**config.mk**
```make
export PLATFORM = sky130hd
export DESIGN_NAME = cbs_charge_supervisor
export DESIGN_NICKNAME = d
export VERILOG_FILES = /design/src/pkg/cbs_pkg.sv /design/src/verilog/cbs_charge_supervisor.sv
export SDC_FILE = /design/constraint.sdc
export NUM_CORES = 2
export LEC_CHECK = 0
export ABC_AREA = 1
export BUFFER_PORTS_ARGS = -buffer_cell sky130_fd_sc_hd__buf_4
export CORE_ASPECT_RATIO = 1.25
export CORE_MARGIN = 2
export CORE_UTILIZATION = 48
export DETAILED_ROUTE_END_ITERATION = 7
export GPL_TIMING_DRIVEN = 0
export MAX_ROUTING_LAYER = met4
export PLACE_DENSITY = 0.73
export SETUP_SLACK_MARGIN = 0.15
export SYNTH_ARGS = -nofsm -noshare
export SYNTH_HDL_FRONTEND = slang
export SYNTH_SLANG_ARGS = --single-unit
```
**constraint.sdc**
```tcl
create_clock -name core_clk -period 32.5 [get_ports core_clk]
set_input_delay 8.125 -clock core_clk [delete_from_list [all_inputs] [get_ports core_clk]]
set_output_delay 8.125 -clock core_clk [all_outputs]
set_load 0.05 [all_outputs]
```
**src/pkg/cbs_pkg.sv**
```systemverilog
// constants, register layout and types of the battery charge supervisor
package cbs_pkg;

  localparam int unsigned CLK_HZ        = 40_000_000;
  localparam int unsigned TICK_MS       = 100;
  localparam int unsigned TICK_CYCLES   = CLK_HZ / 1000 * TICK_MS;
  localparam int unsigned BAUD_RATE     = 9600;
  localparam int unsigned BIT_CYCLES    = CLK_HZ / BAUD_RATE;
  localparam int unsigned TICKS_PER_SEC = 10;
  localparam int unsigned INIT_S        = 4;
  localparam int unsigned TRICKLE_S     = 3600;
  localparam int unsigned DT_WINDOW_S   = 60;
  localparam int unsigned ZDV_TIMEOUT_S = 255;
  localparam int unsigned ZDV_DROP_MV   = 47;
  localparam int unsigned HIRES_UV      = 5850;
  localparam int unsigned ZDV_DROP_CNT  = ZDV_DROP_MV * 1000 / HIRES_UV;
  localparam logic [15:0] HIRES_PER_LORES = 16'h000a;
  localparam int unsigned PWM_PRESC     = 16;
  localparam logic [7:0]  PWM_STEPS     = 8'h64;
  localparam logic [7:0]  HOST_AMP_CAP  = 8'h6e;
  localparam logic [7:0]  AMP_MARGIN    = 8'h0a;

  localparam logic [7:0]  TERM_ABS_VOLT = 8'h70;
  localparam logic [7:0]  TERM_T_SLOPE  = 8'h60;
  localparam logic [7:0]  TERM_DELTA_V  = 8'h50;
  localparam logic [7:0]  SETUP_PACK_ONE = 8'h60;
  localparam logic [7:0]  SETUP_PACK_TWO = 8'ha0;

  localparam logic [7:0]  OFS_CTRL      = 8'h00;
  localparam logic [7:0]  OFS_STATUS    = 8'h04;
  localparam logic [7:0]  OFS_CFG_TERM  = 8'h08;
  localparam logic [7:0]  OFS_CFG_TEMP  = 8'h0c;
  localparam logic [7:0]  OFS_CFG_VOLT  = 8'h10;
  localparam logic [7:0]  OFS_CFG_AMP   = 8'h14;
  localparam logic [7:0]  OFS_CFG_TIME  = 8'h18;
  localparam logic [7:0]  OFS_MEAS      = 8'h1c;
  localparam logic [7:0]  OFS_SECONDS   = 8'h20;
  localparam logic [7:0]  CTRL_RST      = 8'h00;

  typedef struct packed {
    logic [7:0] pack_two_setup_code;
    logic [7:0] pack_one_setup_code;
    logic [7:0] pack_two_termination_select;
    logic [7:0] pack_one_termination_select;
  } cbs_term_t;

  typedef struct packed {
    logic [7:0] trickle_temp_ceiling;
    logic [7:0] trickle_temp_floor;
    logic [7:0] rapid_temp_ceiling;
    logic [7:0] rapid_temp_floor;
  } cbs_temp_t;

  typedef struct packed {
    logic [7:0] discharge_volt_floor;
    logic [7:0] absolute_volt_stop_level;
    logic [7:0] rapid_volt_floor;
    logic [7:0] rapid_volt_ceiling;
  } cbs_volt_t;

  typedef struct packed {
    logic [7:0] voltage_slope_stop_level;
    logic [7:0] pwm_duty_ceiling;
    logic [7:0] trickle_current_ceiling;
    logic [7:0] rapid_current_ceiling;
  } cbs_amp_t;

  typedef struct packed {
    logic [7:0]  unused;
    logic [7:0]  temp_slope_stop_level;
    logic [15:0] rapid_charge_time_limit;
  } cbs_time_t;

  typedef struct packed {
    logic [15:0] volt;
    logic [7:0]  amp;
    logic [7:0]  temp;
  } cbs_sample_t;

  localparam cbs_term_t TERM_RST = '{8'ha0, 8'h60, 8'h50, 8'h50};
  localparam cbs_temp_t TEMP_RST = '{8'h5a, 8'h00, 8'h5a, 8'h00};
  localparam cbs_volt_t VOLT_RST = '{8'h44, 8'h70, 8'h3d, 8'h70};
  localparam cbs_amp_t  AMP_RST  = '{8'h9c, 8'h55, 8'h01, 8'h6e};
  localparam cbs_time_t TIME_RST = '{8'h00, 8'h02, 16'h0e10};

  typedef enum logic [2:0] {SQ_IDLE, SQ_DIS1, SQ_DIS2, SQ_FAST1, SQ_FAST2, SQ_TRK} cbs_seq_t;
  typedef enum logic [1:0] {SN_IDLE, SN_LOW, SN_WAIT, SN_EVAL} cbs_sense_t;

endpackage : cbs_pkg

```
**src/verilog/cbs_charge_supervisor.sv**
```systemverilog
// two-pack charge supervisor with termination tests, fail-safe limits and ahb-lite registers
//
// Contract
// - duty cycle never exceeds the duty ceiling, default 85 percent, both modes
// - zero delta-v selected: end fast charge after 255 s without voltage change
// - zero delta-v selected: end fast charge when voltage drop exceeds 47 mV
// - host mode caps fast charge current at 1100 mA; cap is build option
// - host mode takes windowed voltage at 5.85 mV/bit into 16 bits
// - high-resolution voltage becomes 58.5 mV/bit before the limit, absolute and discharge decisions; delta-v and flat time use 5.85 mV/bit
// - fixed mode samples voltage directly as 8-bit unsigned value
// - fixed mode debounces both pushbuttons on the 0.1 s tick
// - both buttons pressed: charge both packs in turn via sequencer
// - fixed mode charges only; discharge states are skipped
// - host mode: serial commands are received, parsed, executed and echoed
// - host mode parameters writable; fixed mode parameters constant
// - termination select 0x70 absolute, 0x60 temperature slope, 0x50 delta-v
// - setup codes 0x60 pack one, 0xa0 pack two: charge once
// - temperature limits signed 0.5 C/bit, defaults 0x00 and 0x5a
// - voltage limits 58.5 mV/bit: defaults 0x70 high/abs, 0x3d low, 0x44 floor
// - fast charge ends when seconds counter reaches time limit 0x0e10
// - current limits 10 mA/bit: defaults 0x6e fast, 0x01 trickle
// - delta-v threshold 5.85 mV/bit, default 0x9c
// - temperature slope threshold 0.5 C/min, default 0x02
// - each second wait pwm low, hold it, sample, then release
// - any fail-safe limit after initialisation stops charging on all packs
// - stages run discharge, fast, trickle, repeat, idle; unselected skipped
//
// The placing of the registers and register access over AHB-Lite are this design's own decisions.
`timescale 1ns/100ps
`default_nettype none
module cbs_charge_supervisor
  import cbs_pkg::*;
#(
  parameter int unsigned TICK_CYCLES_P = TICK_CYCLES,
  parameter int unsigned BIT_CYCLES_P  = BIT_CYCLES,
  parameter int unsigned TRICKLE_S_P   = TRICKLE_S,
  parameter bit          HOST_CAP_EN   = 1'b1
) (
  input  wire logic        core_clk,
  input  wire logic        rst,
  input  wire logic        hsel,
  input  wire logic [31:0] haddr,
  input  wire logic [1:0]  htrans,
  input  wire logic        hwrite,
  input  wire logic [2:0]  hsize,
  input  wire logic [31:0] hwdata,
  input  wire logic        hready,
  output logic      [31:0] hrdata,
  output logic             hreadyout,
  output logic             hresp,
  input  wire logic        fixed_profile_pin,
  input  wire logic        pack_one_button,
  input  wire logic        pack_two_button,
  input  wire logic        uart_rx,
  output logic             uart_tx,
  output logic             sense_req,
  output logic             sense_pack,
  input  wire logic        sense_valid,
  input  wire cbs_sample_t sense_data,
  output logic             pwm_out,
  output logic      [1:0]  charge_pack_sel,
  output logic      [1:0]  discharge_en
);

  function automatic logic [7:0] to_lores(input logic [15:0] v);
    logic [15:0] q;
    q = v / HIRES_PER_LORES;
    return (q > 16'h00ff) ? 8'hff : q[7:0];
  endfunction : to_lores

  function automatic cbs_seq_t seq_after(input cbs_seq_t cur, input logic [6:0] sel,
                                         input logic fixed, input logic [1:0] ok);
    logic [4:0] en;
    cbs_seq_t   res;
    en  = {sel[5] | sel[4], sel[3] & ok[1], sel[2] & ok[0], sel[1] & ~fixed, sel[0] & ~fixed};
    res = SQ_IDLE;
    for (int i = 5; i >= 1; i--) begin
      if (en[i-1] && i > int'(cur)) res = cbs_seq_t'(i);
    end
    if (res == SQ_IDLE && sel[6]) begin
      for (int i = 5; i >= 1; i--) begin
        if (en[i-1]) res = cbs_seq_t'(i);
      end
    end
    return res;
  endfunction : seq_after

  // three-stage synchronisers; a level counts once stages two and three agree
  logic [2:0]  fix_q_r, b1_q_r, b2_q_r, rx_q_r;
  logic        fixed_r, b1_r, b2_r, rx_r;
  always_ff @(posedge core_clk or posedge rst) begin
    if (rst) begin
      fix_q_r <= 3'h0;
      b1_q_r  <= 3'h0;
      b2_q_r  <= 3'h0;
      rx_q_r  <= 3'h7;
      fixed_r <= 1'b0;
      b1_r    <= 1'b0;
      b2_r    <= 1'b0;
      rx_r    <= 1'b1;
    end else begin
      fix_q_r <= {fix_q_r[1:0], fixed_profile_pin};
      b1_q_r  <= {b1_q_r[1:0], pack_one_button};
      b2_q_r  <= {b2_q_r[1:0], pack_two_button};
      rx_q_r  <= {rx_q_r[1:0], uart_rx};
      if (fix_q_r[1] == fix_q_r[2]) fixed_r <= fix_q_r[2];
      if (b1_q_r[1] == b1_q_r[2]) b1_r <= b1_q_r[2];
      if (b2_q_r[1] == b2_q_r[2]) b2_r <= b2_q_r[2];
      if (rx_q_r[1] == rx_q_r[2]) rx_r <= rx_q_r[2];
    end
  end

  // time base
  logic [31:0] tick_cnt_r;
  logic        tick_r, sec_r;
  logic [3:0]  tenth_r;
  always_ff @(posedge core_clk or posedge rst) begin
    if (rst) begin
      tick_cnt_r <= 32'h0;
      tick_r     <= 1'b0;
      tenth_r    <= 4'h0;
      sec_r      <= 1'b0;
    end else begin
      tick_r <= (tick_cnt_r == 32'(TICK_CYCLES_P - 1));
      tick_cnt_r <= (tick_cnt_r == 32'(TICK_CYCLES_P - 1)) ? 32'h0 : tick_cnt_r + 32'h1;
      sec_r  <= tick_r && (tenth_r == 4'(TICKS_PER_SEC - 1));
      if (tick_r) tenth_r <= (tenth_r == 4'(TICKS_PER_SEC - 1)) ? 4'h0 : tenth_r + 4'h1;
    end
  end

  // effective parameters: writable words in host mode, constants in fixed mode
  logic [31:0] cfg_r [5];
  cbs_term_t   term;
  cbs_temp_t   tlim;
  cbs_volt_t   vlim;
  cbs_amp_t    alim;
  cbs_time_t   tmlim;
  assign term  = fixed_r ? TERM_RST : cbs_term_t'(cfg_r[0]);
  assign tlim  = fixed_r ? TEMP_RST : cbs_temp_t'(cfg_r[1]);
  assign vlim  = fixed_r ? VOLT_RST : cbs_volt_t'(cfg_r[2]);
  assign alim  = fixed_r ? AMP_RST  : cbs_amp_t'(cfg_r[3]);
  assign tmlim = fixed_r ? TIME_RST : cbs_time_t'(cfg_r[4]);

  // ahb-lite slave, zero wait states, always okay
  logic        ap_wr_r;
  logic [7:0]  ap_addr_r;
  logic [31:0] rd_word;
  logic        ctrl_wr;
  always_ff @(posedge core_clk or posedge rst) begin
    if (rst) begin
      ap_wr_r   <= 1'b0;
      ap_addr_r <= 8'h00;
      hreadyout <= 1'b1;
      hresp     <= 1'b0;
      hrdata    <= 32'h0;
    end else begin
      hreadyout <= 1'b1;
      hresp     <= 1'b0;
      if (hready) begin
        ap_wr_r   <= hsel & htrans[1] & hwrite;
        ap_addr_r <= haddr[7:0];
        if (hsel & htrans[1] & ~hwrite) hrdata <= (haddr[31:8] == 24'h0) ? rd_word : 32'h0;
      end
    end
  end
  assign ctrl_wr = ap_wr_r && ap_addr_r == OFS_CTRL;

  always_ff @(posedge core_clk or posedge rst) begin
    if (rst) begin
      cfg_r[0] <= TERM_RST;
      cfg_r[1] <= TEMP_RST;
      cfg_r[2] <= VOLT_RST;
      cfg_r[3] <= AMP_RST;
      cfg_r[4] <= TIME_RST;
    end else if (ap_wr_r && !fixed_r) begin
      for (int i = 0; i < 5; i++) begin
        if (ap_addr_r == OFS_CFG_TERM + 8'(4 * i)) cfg_r[i] <= hwdata;
      end
    end
  end

  // uart receiver and echo transmitter, 8n1
  logic [31:0] rx_cnt_r, tx_cnt_r;
  logic [3:0]  rx_bit_r, tx_bit_r;
  logic [7:0]  rx_sh_r;
  logic [9:0]  tx_sh_r;
  logic        rx_busy_r, rx_done_r;
  always_ff @(posedge core_clk or posedge rst) begin
    if (rst) begin
      rx_cnt_r  <= 32'h0;
      rx_bit_r  <= 4'h0;
      rx_sh_r   <= 8'h00;
      rx_busy_r <= 1'b0;
      rx_done_r <= 1'b0;
    end else begin
      rx_done_r <= 1'b0;
      if (!rx_busy_r) begin
        if (!rx_r) begin
          rx_busy_r <= 1'b1;
          rx_cnt_r  <= 32'(BIT_CYCLES_P / 2);
          rx_bit_r  <= 4'h0;
        end
      end else if (rx_cnt_r != 32'h0) begin
        rx_cnt_r <= rx_cnt_r - 32'h1;
      end else begin
        rx_cnt_r <= 32'(BIT_CYCLES_P - 1);
        rx_bit_r <= rx_bit_r + 4'h1;
        if (rx_bit_r == 4'h0 && rx_r) rx_busy_r <= 1'b0;
        if (rx_bit_r >= 4'h1 && rx_bit_r <= 4'h8) rx_sh_r <= {rx_r, rx_sh_r[7:1]};
        if (rx_bit_r == 4'h9) begin
          rx_busy_r <= 1'b0;
          rx_done_r <= rx_r; // framing error drops the byte
        end
      end
    end
  end

  always_ff @(posedge core_clk or posedge rst) begin
    if (rst) begin
      tx_sh_r  <= 10'h3ff;
      tx_cnt_r <= 32'h0;
      tx_bit_r <= 4'h0;
      uart_tx  <= 1'b1;
    end else if (rx_done_r && !fixed_r) begin
      tx_sh_r  <= {1'b1, rx_sh_r, 1'b0};
      tx_bit_r <= 4'ha;
      tx_cnt_r <= 32'h0;
    end else if (tx_bit_r != 4'h0) begin
      if (tx_cnt_r == 32'h0) begin
        uart_tx  <= tx_sh_r[0];
        tx_sh_r  <= {1'b1, tx_sh_r[9:1]};
        tx_bit_r <= tx_bit_r - 4'h1;
        tx_cnt_r <= 32'(BIT_CYCLES_P - 1);
      end else begin
        tx_cnt_r <= tx_cnt_r - 32'h1;
      end
    end else if (tx_cnt_r != 32'h0) begin
      tx_cnt_r <= tx_cnt_r - 32'h1;
    end else begin
      uart_tx <= 1'b1;
    end
  end

  // command sources: ctrl register, serial byte, or pushbuttons
  logic [1:0]  btn_prev_r, btn_deb_r, btn_pend_r;
  logic [6:0]  sel_r;
  logic        zdv_en_r, start_r, stop_r;
  always_ff @(posedge core_clk or posedge rst) begin
    if (rst) begin
      btn_prev_r <= 2'b00;
      btn_deb_r  <= 2'b00;
      btn_pend_r <= 2'b00;
    end else if (tick_r) begin
      btn_prev_r <= {b2_r, b1_r};
      btn_deb_r  <= {b2_r, b1_r} & btn_prev_r;
      if (btn_deb_r != 2'b00) btn_pend_r <= btn_pend_r | btn_deb_r;
      else btn_pend_r <= 2'b00;
    end
  end

  always_ff @(posedge core_clk or posedge rst) begin
    if (rst) begin
      sel_r    <= CTRL_RST[6:0];
      zdv_en_r <= CTRL_RST[7];
      start_r  <= 1'b0;
      stop_r   <= 1'b0;
    end else begin
      start_r <= 1'b0;
      stop_r  <= 1'b0;
      if (fixed_r) begin
        // start on release so that a two-button press is seen whole
        if (tick_r && btn_deb_r == 2'b00 && btn_pend_r != 2'b00) begin
          sel_r   <= {1'b0, btn_pend_r, btn_pend_r, 2'b00};
          start_r <= 1'b1;
        end
      end else if (ctrl_wr || rx_done_r) begin
        sel_r   <= ctrl_wr ? hwdata[6:0] : rx_sh_r[6:0];
        if (ctrl_wr) zdv_en_r <= hwdata[7];
        start_r <= ctrl_wr ? (hwdata[6:0] != 7'h0) : (rx_sh_r[6:0] != 7'h0);
        stop_r  <= ctrl_wr ? (hwdata[6:0] == 7'h0) : (rx_sh_r[6:0] == 7'h0);
      end
    end
  end

  // once a second: wait for pwm low, hold it, sample, release
  cbs_sense_t  sn_r;
  cbs_sample_t samp_r;
  logic        pwm_hold_r;
  logic        trk_pick_r;
  always_ff @(posedge core_clk or posedge rst) begin
    if (rst) begin
      sn_r       <= SN_IDLE;
      samp_r     <= '0;
      pwm_hold_r <= 1'b0;
      sense_req  <= 1'b0;
    end else begin
      sense_req <= 1'b0;
      case (sn_r)
        SN_IDLE: if (sec_r) sn_r <= SN_LOW;
        SN_LOW: begin
          if (!pwm_out) begin
            pwm_hold_r <= 1'b1;
            sense_req  <= 1'b1;
            sn_r       <= SN_WAIT;
          end
        end
        SN_WAIT: begin
          if (sense_valid) begin
            samp_r <= sense_data;
            sn_r   <= SN_EVAL;
          end
        end
        SN_EVAL: begin
          pwm_hold_r <= 1'b0;
          sn_r       <= SN_IDLE;
        end
        default: sn_r <= SN_IDLE;
      endcase
    end
  end

  // measurement views shared by both modes
  cbs_seq_t    seq_r;
  logic        eval;
  logic [15:0] v_hi;
  logic [7:0]  v_lo;
  logic        pack_two;
  assign eval     = (sn_r == SN_EVAL);
  assign pack_two = (seq_r == SQ_DIS2) | (seq_r == SQ_FAST2) |
                    (seq_r == SQ_TRK && trk_pick_r);
  assign v_hi = fixed_r ? 16'({8'h00, samp_r.volt[7:0]} * HIRES_PER_LORES)
                        : samp_r.volt;
  assign v_lo = fixed_r ? samp_r.volt[7:0] : to_lores(samp_r.volt);

  // termination and fail-safe decisions
  logic [15:0] stage_s_r, peak_r, last_v_r;
  logic [7:0]  flat_s_r;
  logic [5:0]  dt_s_r;
  logic [7:0]  t_ref_r;
  logic        dt_hit_r;
  logic        fast, trk, init_done, term_hit, fail, done, adv;
  logic [7:0]  tsel, drop8;
  logic [15:0] drop;
  assign fast      = (seq_r == SQ_FAST1) || (seq_r == SQ_FAST2);
  assign trk       = (seq_r == SQ_TRK);
  assign init_done = stage_s_r >= 16'(INIT_S);
  assign tsel      = pack_two ? term.pack_two_termination_select
                              : term.pack_one_termination_select;
  assign drop      = (peak_r > v_hi) ? peak_r - v_hi : 16'h0;
  assign drop8     = (drop > 16'h00ff) ? 8'hff : drop[7:0];

  always_comb begin
    term_hit = 1'b0;
    case (tsel)
      TERM_ABS_VOLT: term_hit = v_lo >= vlim.absolute_volt_stop_level;
      TERM_T_SLOPE:  term_hit = dt_hit_r;
      TERM_DELTA_V: begin
        term_hit = drop8 > alim.voltage_slope_stop_level;
        if (zdv_en_r && (drop > 16'(ZDV_DROP_CNT) || flat_s_r >= 8'(ZDV_TIMEOUT_S)))
          term_hit = 1'b1;
      end
      default: term_hit = 1'b0;
    endcase
    if (stage_s_r >= tmlim.rapid_charge_time_limit) term_hit = 1'b1;
  end

  always_comb begin
    fail = 1'b0;
    if (fast) begin
      fail = $signed(samp_r.temp) < $signed(tlim.rapid_temp_floor) ||
             $signed(samp_r.temp) > $signed(tlim.rapid_temp_ceiling) ||
             v_lo > vlim.rapid_volt_ceiling || v_lo < vlim.rapid_volt_floor ||
             samp_r.amp > 8'(alim.rapid_current_ceiling + AMP_MARGIN);
    end else if (trk) begin
      fail = $signed(samp_r.temp) < $signed(tlim.trickle_temp_floor) ||
             $signed(samp_r.temp) > $signed(tlim.trickle_temp_ceiling) ||
             samp_r.amp > 8'(alim.trickle_current_ceiling + AMP_MARGIN);
    end
    fail = fail && init_done;
  end

  always_comb begin
    case (seq_r)
      SQ_DIS1, SQ_DIS2:   done = v_lo < vlim.discharge_volt_floor;
      SQ_FAST1, SQ_FAST2: done = init_done && term_hit;
      SQ_TRK:             done = stage_s_r >= 16'(TRICKLE_S_P);
      default:            done = 1'b0;
    endcase
  end
  assign adv = start_r || (eval && (fail || done));

  always_ff @(posedge core_clk or posedge rst) begin
    if (rst) begin
      stage_s_r <= 16'h0;
      peak_r    <= 16'h0;
      last_v_r  <= 16'h0;
      flat_s_r  <= 8'h00;
      dt_s_r    <= 6'h00;
      t_ref_r   <= 8'h00;
      dt_hit_r  <= 1'b0;
    end else if (adv) begin
      stage_s_r <= 16'h0;
      peak_r    <= 16'h0;
      flat_s_r  <= 8'h00;
      dt_s_r    <= 6'h00;
      dt_hit_r  <= 1'b0;
    end else if (eval) begin
      if (stage_s_r != 16'hffff) stage_s_r <= stage_s_r + 16'h1;
      if (v_hi > peak_r) peak_r <= v_hi;
      last_v_r <= v_hi;
      if (v_hi != last_v_r) flat_s_r <= 8'h00;
      else if (flat_s_r != 8'hff) flat_s_r <= flat_s_r + 8'h1;
      // slope is judged over whole minutes against the reading a minute ago
      if (dt_s_r == 6'(DT_WINDOW_S - 1) || stage_s_r == 16'h0) begin
        dt_s_r  <= 6'h00;
        t_ref_r <= samp_r.temp;
        dt_hit_r <= stage_s_r != 16'h0 &&
                    $signed(samp_r.temp) - $signed(t_ref_r) >
                    $signed({1'b0, tmlim.temp_slope_stop_level});
      end else begin
        dt_s_r <= dt_s_r + 6'h1;
      end
    end
  end

  // stage sequencer
  logic [1:0] setup_ok;
  logic       fault_r;
  assign setup_ok = {term.pack_two_setup_code == SETUP_PACK_TWO,
                     term.pack_one_setup_code == SETUP_PACK_ONE};
  always_ff @(posedge core_clk or posedge rst) begin
    if (rst) begin
      seq_r      <= SQ_IDLE;
      fault_r    <= 1'b0;
      trk_pick_r <= 1'b0;
    end else if (stop_r) begin
      seq_r <= SQ_IDLE;
    end else if (start_r) begin
      seq_r      <= seq_after(SQ_IDLE, sel_r, fixed_r, setup_ok);
      fault_r    <= 1'b0;
      trk_pick_r <= ~sel_r[4];
    end else if (eval) begin
      if (fail) begin
        seq_r   <= SQ_IDLE;
        fault_r <= 1'b1;
      end else if (done) begin
        seq_r      <= seq_after(seq_r, sel_r, fixed_r, setup_ok);
        trk_pick_r <= ~sel_r[4];
      end else if (trk && sel_r[4] && sel_r[5]) begin
        trk_pick_r <= ~trk_pick_r; // both packs share trickle in turn
      end
    end
  end

  // duty regulation and pwm generator
  logic [7:0] duty_r, ceil, target;
  logic [7:0] pct_r;
  logic [4:0] presc_r;
  assign ceil   = (alim.pwm_duty_ceiling > PWM_STEPS) ? PWM_STEPS : alim.pwm_duty_ceiling;
  assign target = trk ? alim.trickle_current_ceiling :
                  (HOST_CAP_EN && !fixed_r && alim.rapid_current_ceiling > HOST_AMP_CAP)
                  ? HOST_AMP_CAP : alim.rapid_current_ceiling;
  always_ff @(posedge core_clk or posedge rst) begin
    if (rst) begin
      duty_r <= 8'h00;
    end else if (seq_r == SQ_IDLE || adv) begin
      duty_r <= 8'h00;
    end else if (seq_r == SQ_DIS1 || seq_r == SQ_DIS2) begin
      duty_r <= ceil;
    end else if (eval && init_done) begin
      if (samp_r.amp < target && duty_r < ceil) duty_r <= duty_r + 8'h1;
      else if (samp_r.amp > target && duty_r != 8'h00) duty_r <= duty_r - 8'h1;
      if (duty_r > ceil) duty_r <= ceil;
    end
  end

  always_ff @(posedge core_clk or posedge rst) begin
    if (rst) begin
      presc_r         <= 5'h00;
      pct_r           <= 8'h00;
      pwm_out         <= 1'b0;
      sense_pack      <= 1'b0;
      charge_pack_sel <= 2'b00;
      discharge_en    <= 2'b00;
    end else begin
      presc_r <= (presc_r == 5'(PWM_PRESC - 1)) ? 5'h00 : presc_r + 5'h1;
      if (presc_r == 5'(PWM_PRESC - 1)) pct_r <= (pct_r == PWM_STEPS - 8'h1) ? 8'h00 : pct_r + 8'h1;
      // the hold flop lands one edge late, so keep a low seen in the SN_LOW state
      pwm_out <= !(pwm_hold_r || (sn_r == SN_LOW && !pwm_out)) && pct_r < duty_r &&
                 pct_r < ceil;
      sense_pack      <= pack_two;
      charge_pack_sel <= (fast || trk) ? {pack_two, ~pack_two} : 2'b00;
      discharge_en    <= {seq_r == SQ_DIS2, seq_r == SQ_DIS1};
    end
  end

  always_comb begin
    case (haddr[7:0])
      OFS_CTRL:     rd_word = {24'h0, zdv_en_r, sel_r};
      OFS_STATUS:   rd_word = {20'h0, trk_pick_r, fixed_r, fault_r, pwm_hold_r,
                               1'b0, seq_r, sn_r, 2'b00};
      OFS_CFG_TERM: rd_word = term;
      OFS_CFG_TEMP: rd_word = tlim;
      OFS_CFG_VOLT: rd_word = vlim;
      OFS_CFG_AMP:  rd_word = alim;
      OFS_CFG_TIME: rd_word = tmlim;
      OFS_MEAS:     rd_word = {duty_r, v_lo, samp_r.amp, samp_r.temp};
      OFS_SECONDS:  rd_word = {16'h0, stage_s_r};
      default:      rd_word = 32'h0;
    endcase
  end

endmodule : cbs_charge_supervisor
`default_nettype wire

```
==> flow_metrics.py <==
metrics = {
    "clock_tree": {
        "cts_max_level": 2,
        "clkTransAtPathRegs_ps": 60,
        "cts_setup_buffers": 0,
        "cts.path.max_buffers": 3,
        "cts_buffers": 53,
        "cts_resized": 0,
        "cts-root-buf": "clkbuf_16",
        "cts_tree": "built",
        "hold_buffers": 0,
        "clock_latency_ps": 650,
        "clock-sinks": 502,
    },
    "synthesis": {
        "netlist_area_sq_um": 30500,
        "seq_area_frac_synth": 0.414,
        "ys_ff_latch": 502,
        "postSynthCellCount": 3888,
        "synth_edf_count": 0,
        "synth.distinct_cells": 72,
        "ys.flop_type": "dfrtp_1",
        "synthArstFlopShare": 1.00,
        "syn_avg_cell_area_sq_um": 7.85,
        "ys_warn_count": 0,
    },
    "setup_path": {
        "start_kind": "input pin",
        "end_kind": "register",
        "worstSetupPathType": "in2reg",
        "cp_data_arrival_time_ps": 12840,
        "crit_path_frequent_cell": "inv_1",
        "r2r_slack_ps": 24020,
        "cp_max_fo": 10,
        "critical_path.max_stage_delay_ps": 1160,
        "path_cells": "buf_4 -> nor2_1 -> inv_1 -> nor3_1 -> inv_1 -> nor2_1 -> clkinv_1 -> nand4_1 -> o311ai_2 -> buf_6 -> inv_1 -> clkbuf_1 -> o41ai_1 -> nand2_1",
        "slowest_stage": "nor3_1",
        "rr_worst_depth": 62,
        "required_ps": 33050,
    },
    "power": {
        "power.density_nw_per_um2": 41.7,
        "ir_worst_vdd_mv": 0.0494,
        "leakage_nw": 17.7,
    },
    "timing": {
        "relSlewSlack": -0.0314,
        "min_period_over_period": 0.378,
        "fin_skew_ps": 41.5,
        "finalMaxSlewViolations": 6,
        "max_slew.worst_pin.slew_ps": 1540,
        "rsz0062_at_grt": "false",
        "hold_violations": 0,
        "setup_tns_ps": 0,
        "setup_viol": 0,
        "layout_min_cycle_time_ps": 12290,
        "fmax_mhz": 81.4,
    },
    "layout": {
        "drive_gt1_frac": 0.107,
        "seqCellArea_sq_um": 12600,
        "fin_nets": 4414,
        "area_delta_synth_final_pct": 14.0,
        "multi_input_area_sq_um": 15500,
        "fin_util": 0.552,
        "fillers": 5907,
    },
    "detailed_routing": {
        "drt_pre_antenna_iters": 8,
        "ant_nets": 0,
        "totalWireLength_mm": 105,
        "drtIter0Drc": 2845,
        "via_count": 28500,
        "via_per_inst": 5.73,
        "wl_per_cell_um": 21.1,
        "drc": 0,
    },
    "outcome": {
        "outcome": "complete, but fails checks",
        "violations": "max-capacitance violations, max-slew violations",
    },
    "placed_design": {
        "routabilityCongestion": 1.05,
        "port_buffers": 146,
        "dpl.hpwl_mm": 83.0,
    },
    "global_route": {
        "grt_pass1_wl_mm": 162,
        "track_usage": 0.331,
        "grt_pass1_vias": 27600,
        "grt_max_degree": 119,
        "overflow": 0,
        "antenna_found_initial": 1,
    },
    "floorplanning": {
        "coreArea_sq_um": 63000,
        "initial_core_util": 0.484,
        "die_area_sq_um": 65600,
        "num_io_pins": 153,
        "row_count": 103,
        "die_height_um": 286,
        "die_x_um": 230,
    },
    "job": {
        "maxCapViolations": 1,
    },
    "worst_hold_path": {
        "hold_depth": 0,
        "hp-class": "reg2reg",
    },
}
-- state kept, by name (all words and copies together) (netlist names), 4 cells and up --
name,count
ap_addr_r,8
cfg_r,160
dt_s_r,6
duty_r,8
flat_s_r,8
hrdata,32
last_v_r,16
pct_r,8
peak_r,16
presc_r,5
rx_bit_r,4
rx_cnt_r,32
rx_sh_r,8
samp_r,32
sel_r,7
stage_s_r,16
t_ref_r,8
tenth_r,4
tick_cnt_r,32
tx_bit_r,4
tx_cnt_r,32
tx_sh_r,9
-- worst max-delay path, delay by kind of cell --
family | cells | cell delay (ps)
AOI/OAI and AO/OA | 2 | 520
buffers and inverters | 7 | 1850
and+or+nand+nor | 5 | 2320
-- power breakdown --
group          internal (mW)  total [mW]  switching (mW)
sequential             0.637       0.646         0.00887
clock                  0.400       0.677           0.277
combinational         0.0383       0.128          0.0892
-- per-stage QoR --
stage | power [mW] | cell area [sq um] | hold WS (ps) | setup slack [ps] | cells
floorplan | 0.726 | 30500 | 331 | 10460 | 3890
global placement | 0.778 | 32700 | 340 | 4800 | 4876
detailed placement | 0.781 | 32800 | 339 | 19940 | 4883
CTS | 1.45 | 34800 | 353 | 20590 | 4982
global route | 1.50 | 34800 | 358 | 20260 | 4983
finish | 1.45 | 34800 | 349 | 20210 | 4983
-- routing by layer --
layer | GRT usage | wire [um]
met2 | 0.528 | 48600
met3 | 0.0547 | 7510
met1 | 0.406 | 42700
met5 | - | 0
met4 | 0.166 | 6430
-- worst paths after layout --
kind | end | start
worst max-delay path | hrdata[19] | haddr[1]
worst min-delay path | fix_q_r[1] | fix_q_r[0]
worst max register to register | seq_r[2] | samp_r[30]
worst min register to register | fix_q_r[1] | fix_q_r[0]
max in group asynchronous | flat_s_r[2] | rst
min in group asynchronous | tx_bit_r[2] | rst
-- final cells by class --
class,instances,share of cell area
buffer,119,0.0149
timing repair buffer,153,0.0353
sequential,502,0.363
tap,840,0.0302
antenna,1,0.0000719
inverter,503,0.0546
clock inverter,31,0.0135
multi-input combinational,2766,0.445
clock buffer,68,0.0429
-- layout by cell type, fill, tap and decap left out, types with 11 or more instances in the layout --
cell	n
nand2_1	750
inv_1	481
dfrtp_1	440
o21ai_0	423
nor2_1	393
ha_1	201
a21oi_1	183
buf_4	154
nand3_1	147
clkbuf_1	104
o22ai_1	74
nand4_1	73
xor2_1	69
dfstp_2	62
nor3_1	60
clkbuf_16	53
o21ai_1	38
nor4_1	35
nand2_2	32
xnor2_1	25
o21ai_2	18
inv_2	17
a2111oi_0	17
a31oi_1	16
o2111ai_1	15
o221ai_1	15
o31ai_1	14
mux2_2	14
a211oi_1	13
o21a_1	12
or2_2	11
clkbuf_8	11
-- synth_stat cells (5+ instances only) --
master     count  area [sq um]
a2111oi_0     18           158
a211oi_1      13          97.6
a21o_1         6          45.0
a21oi_1      183           916
a31oi_1       16           100
a32o_1         5          50.1
and3_1         6          37.5
buf_4          8          60.1
buf_6          5          56.3
clkbuf_1     100           375
dfrtp_1      440         11000
dfstp_2       62          1630
ha_1         201          2510
inv_1        482          1810
inv_2         17          63.8
mux2_2        14           158
nand2_1      750          2820
nand2_2       32           200
nand2_4        6          67.6
nand3_1      147           736
nand3_2       10           100
nand3b_1       6          45.0
nand4_1       73           457
nor2_1       393          1480
nor3_1        60           300
nor4_1        35           219
o2111ai_1     15           131
o211ai_1       9          67.6
o21a_1        12          90.1
o21ai_0      423          2120
o21ai_1       38           190
o21ai_2       18           158
o21bai_1       7          52.6
o221ai_1      15           131
o22ai_1       74           463
o31ai_1       14           105
o41ai_1       10          87.6
or2_2         11          68.8
xnor2_1       25           219
xor2_1        69           604
-- cells by family (layout without fill, tap and decap cells) --
logic type,Yosys count,after routing,share of synthesized area
buf+inv,622,874,0.0789
fa+ha+maj,209,209,0.0863
other cells,2,5,0.000246
simple gates,1545,1545,0.218
flops,502,502,0.414
xor+xnor,94,94,0.0270
mux,14,14,0.00517
compound gates,900,900,0.170
Note: power is estimated with default switching activity, not from simulation.
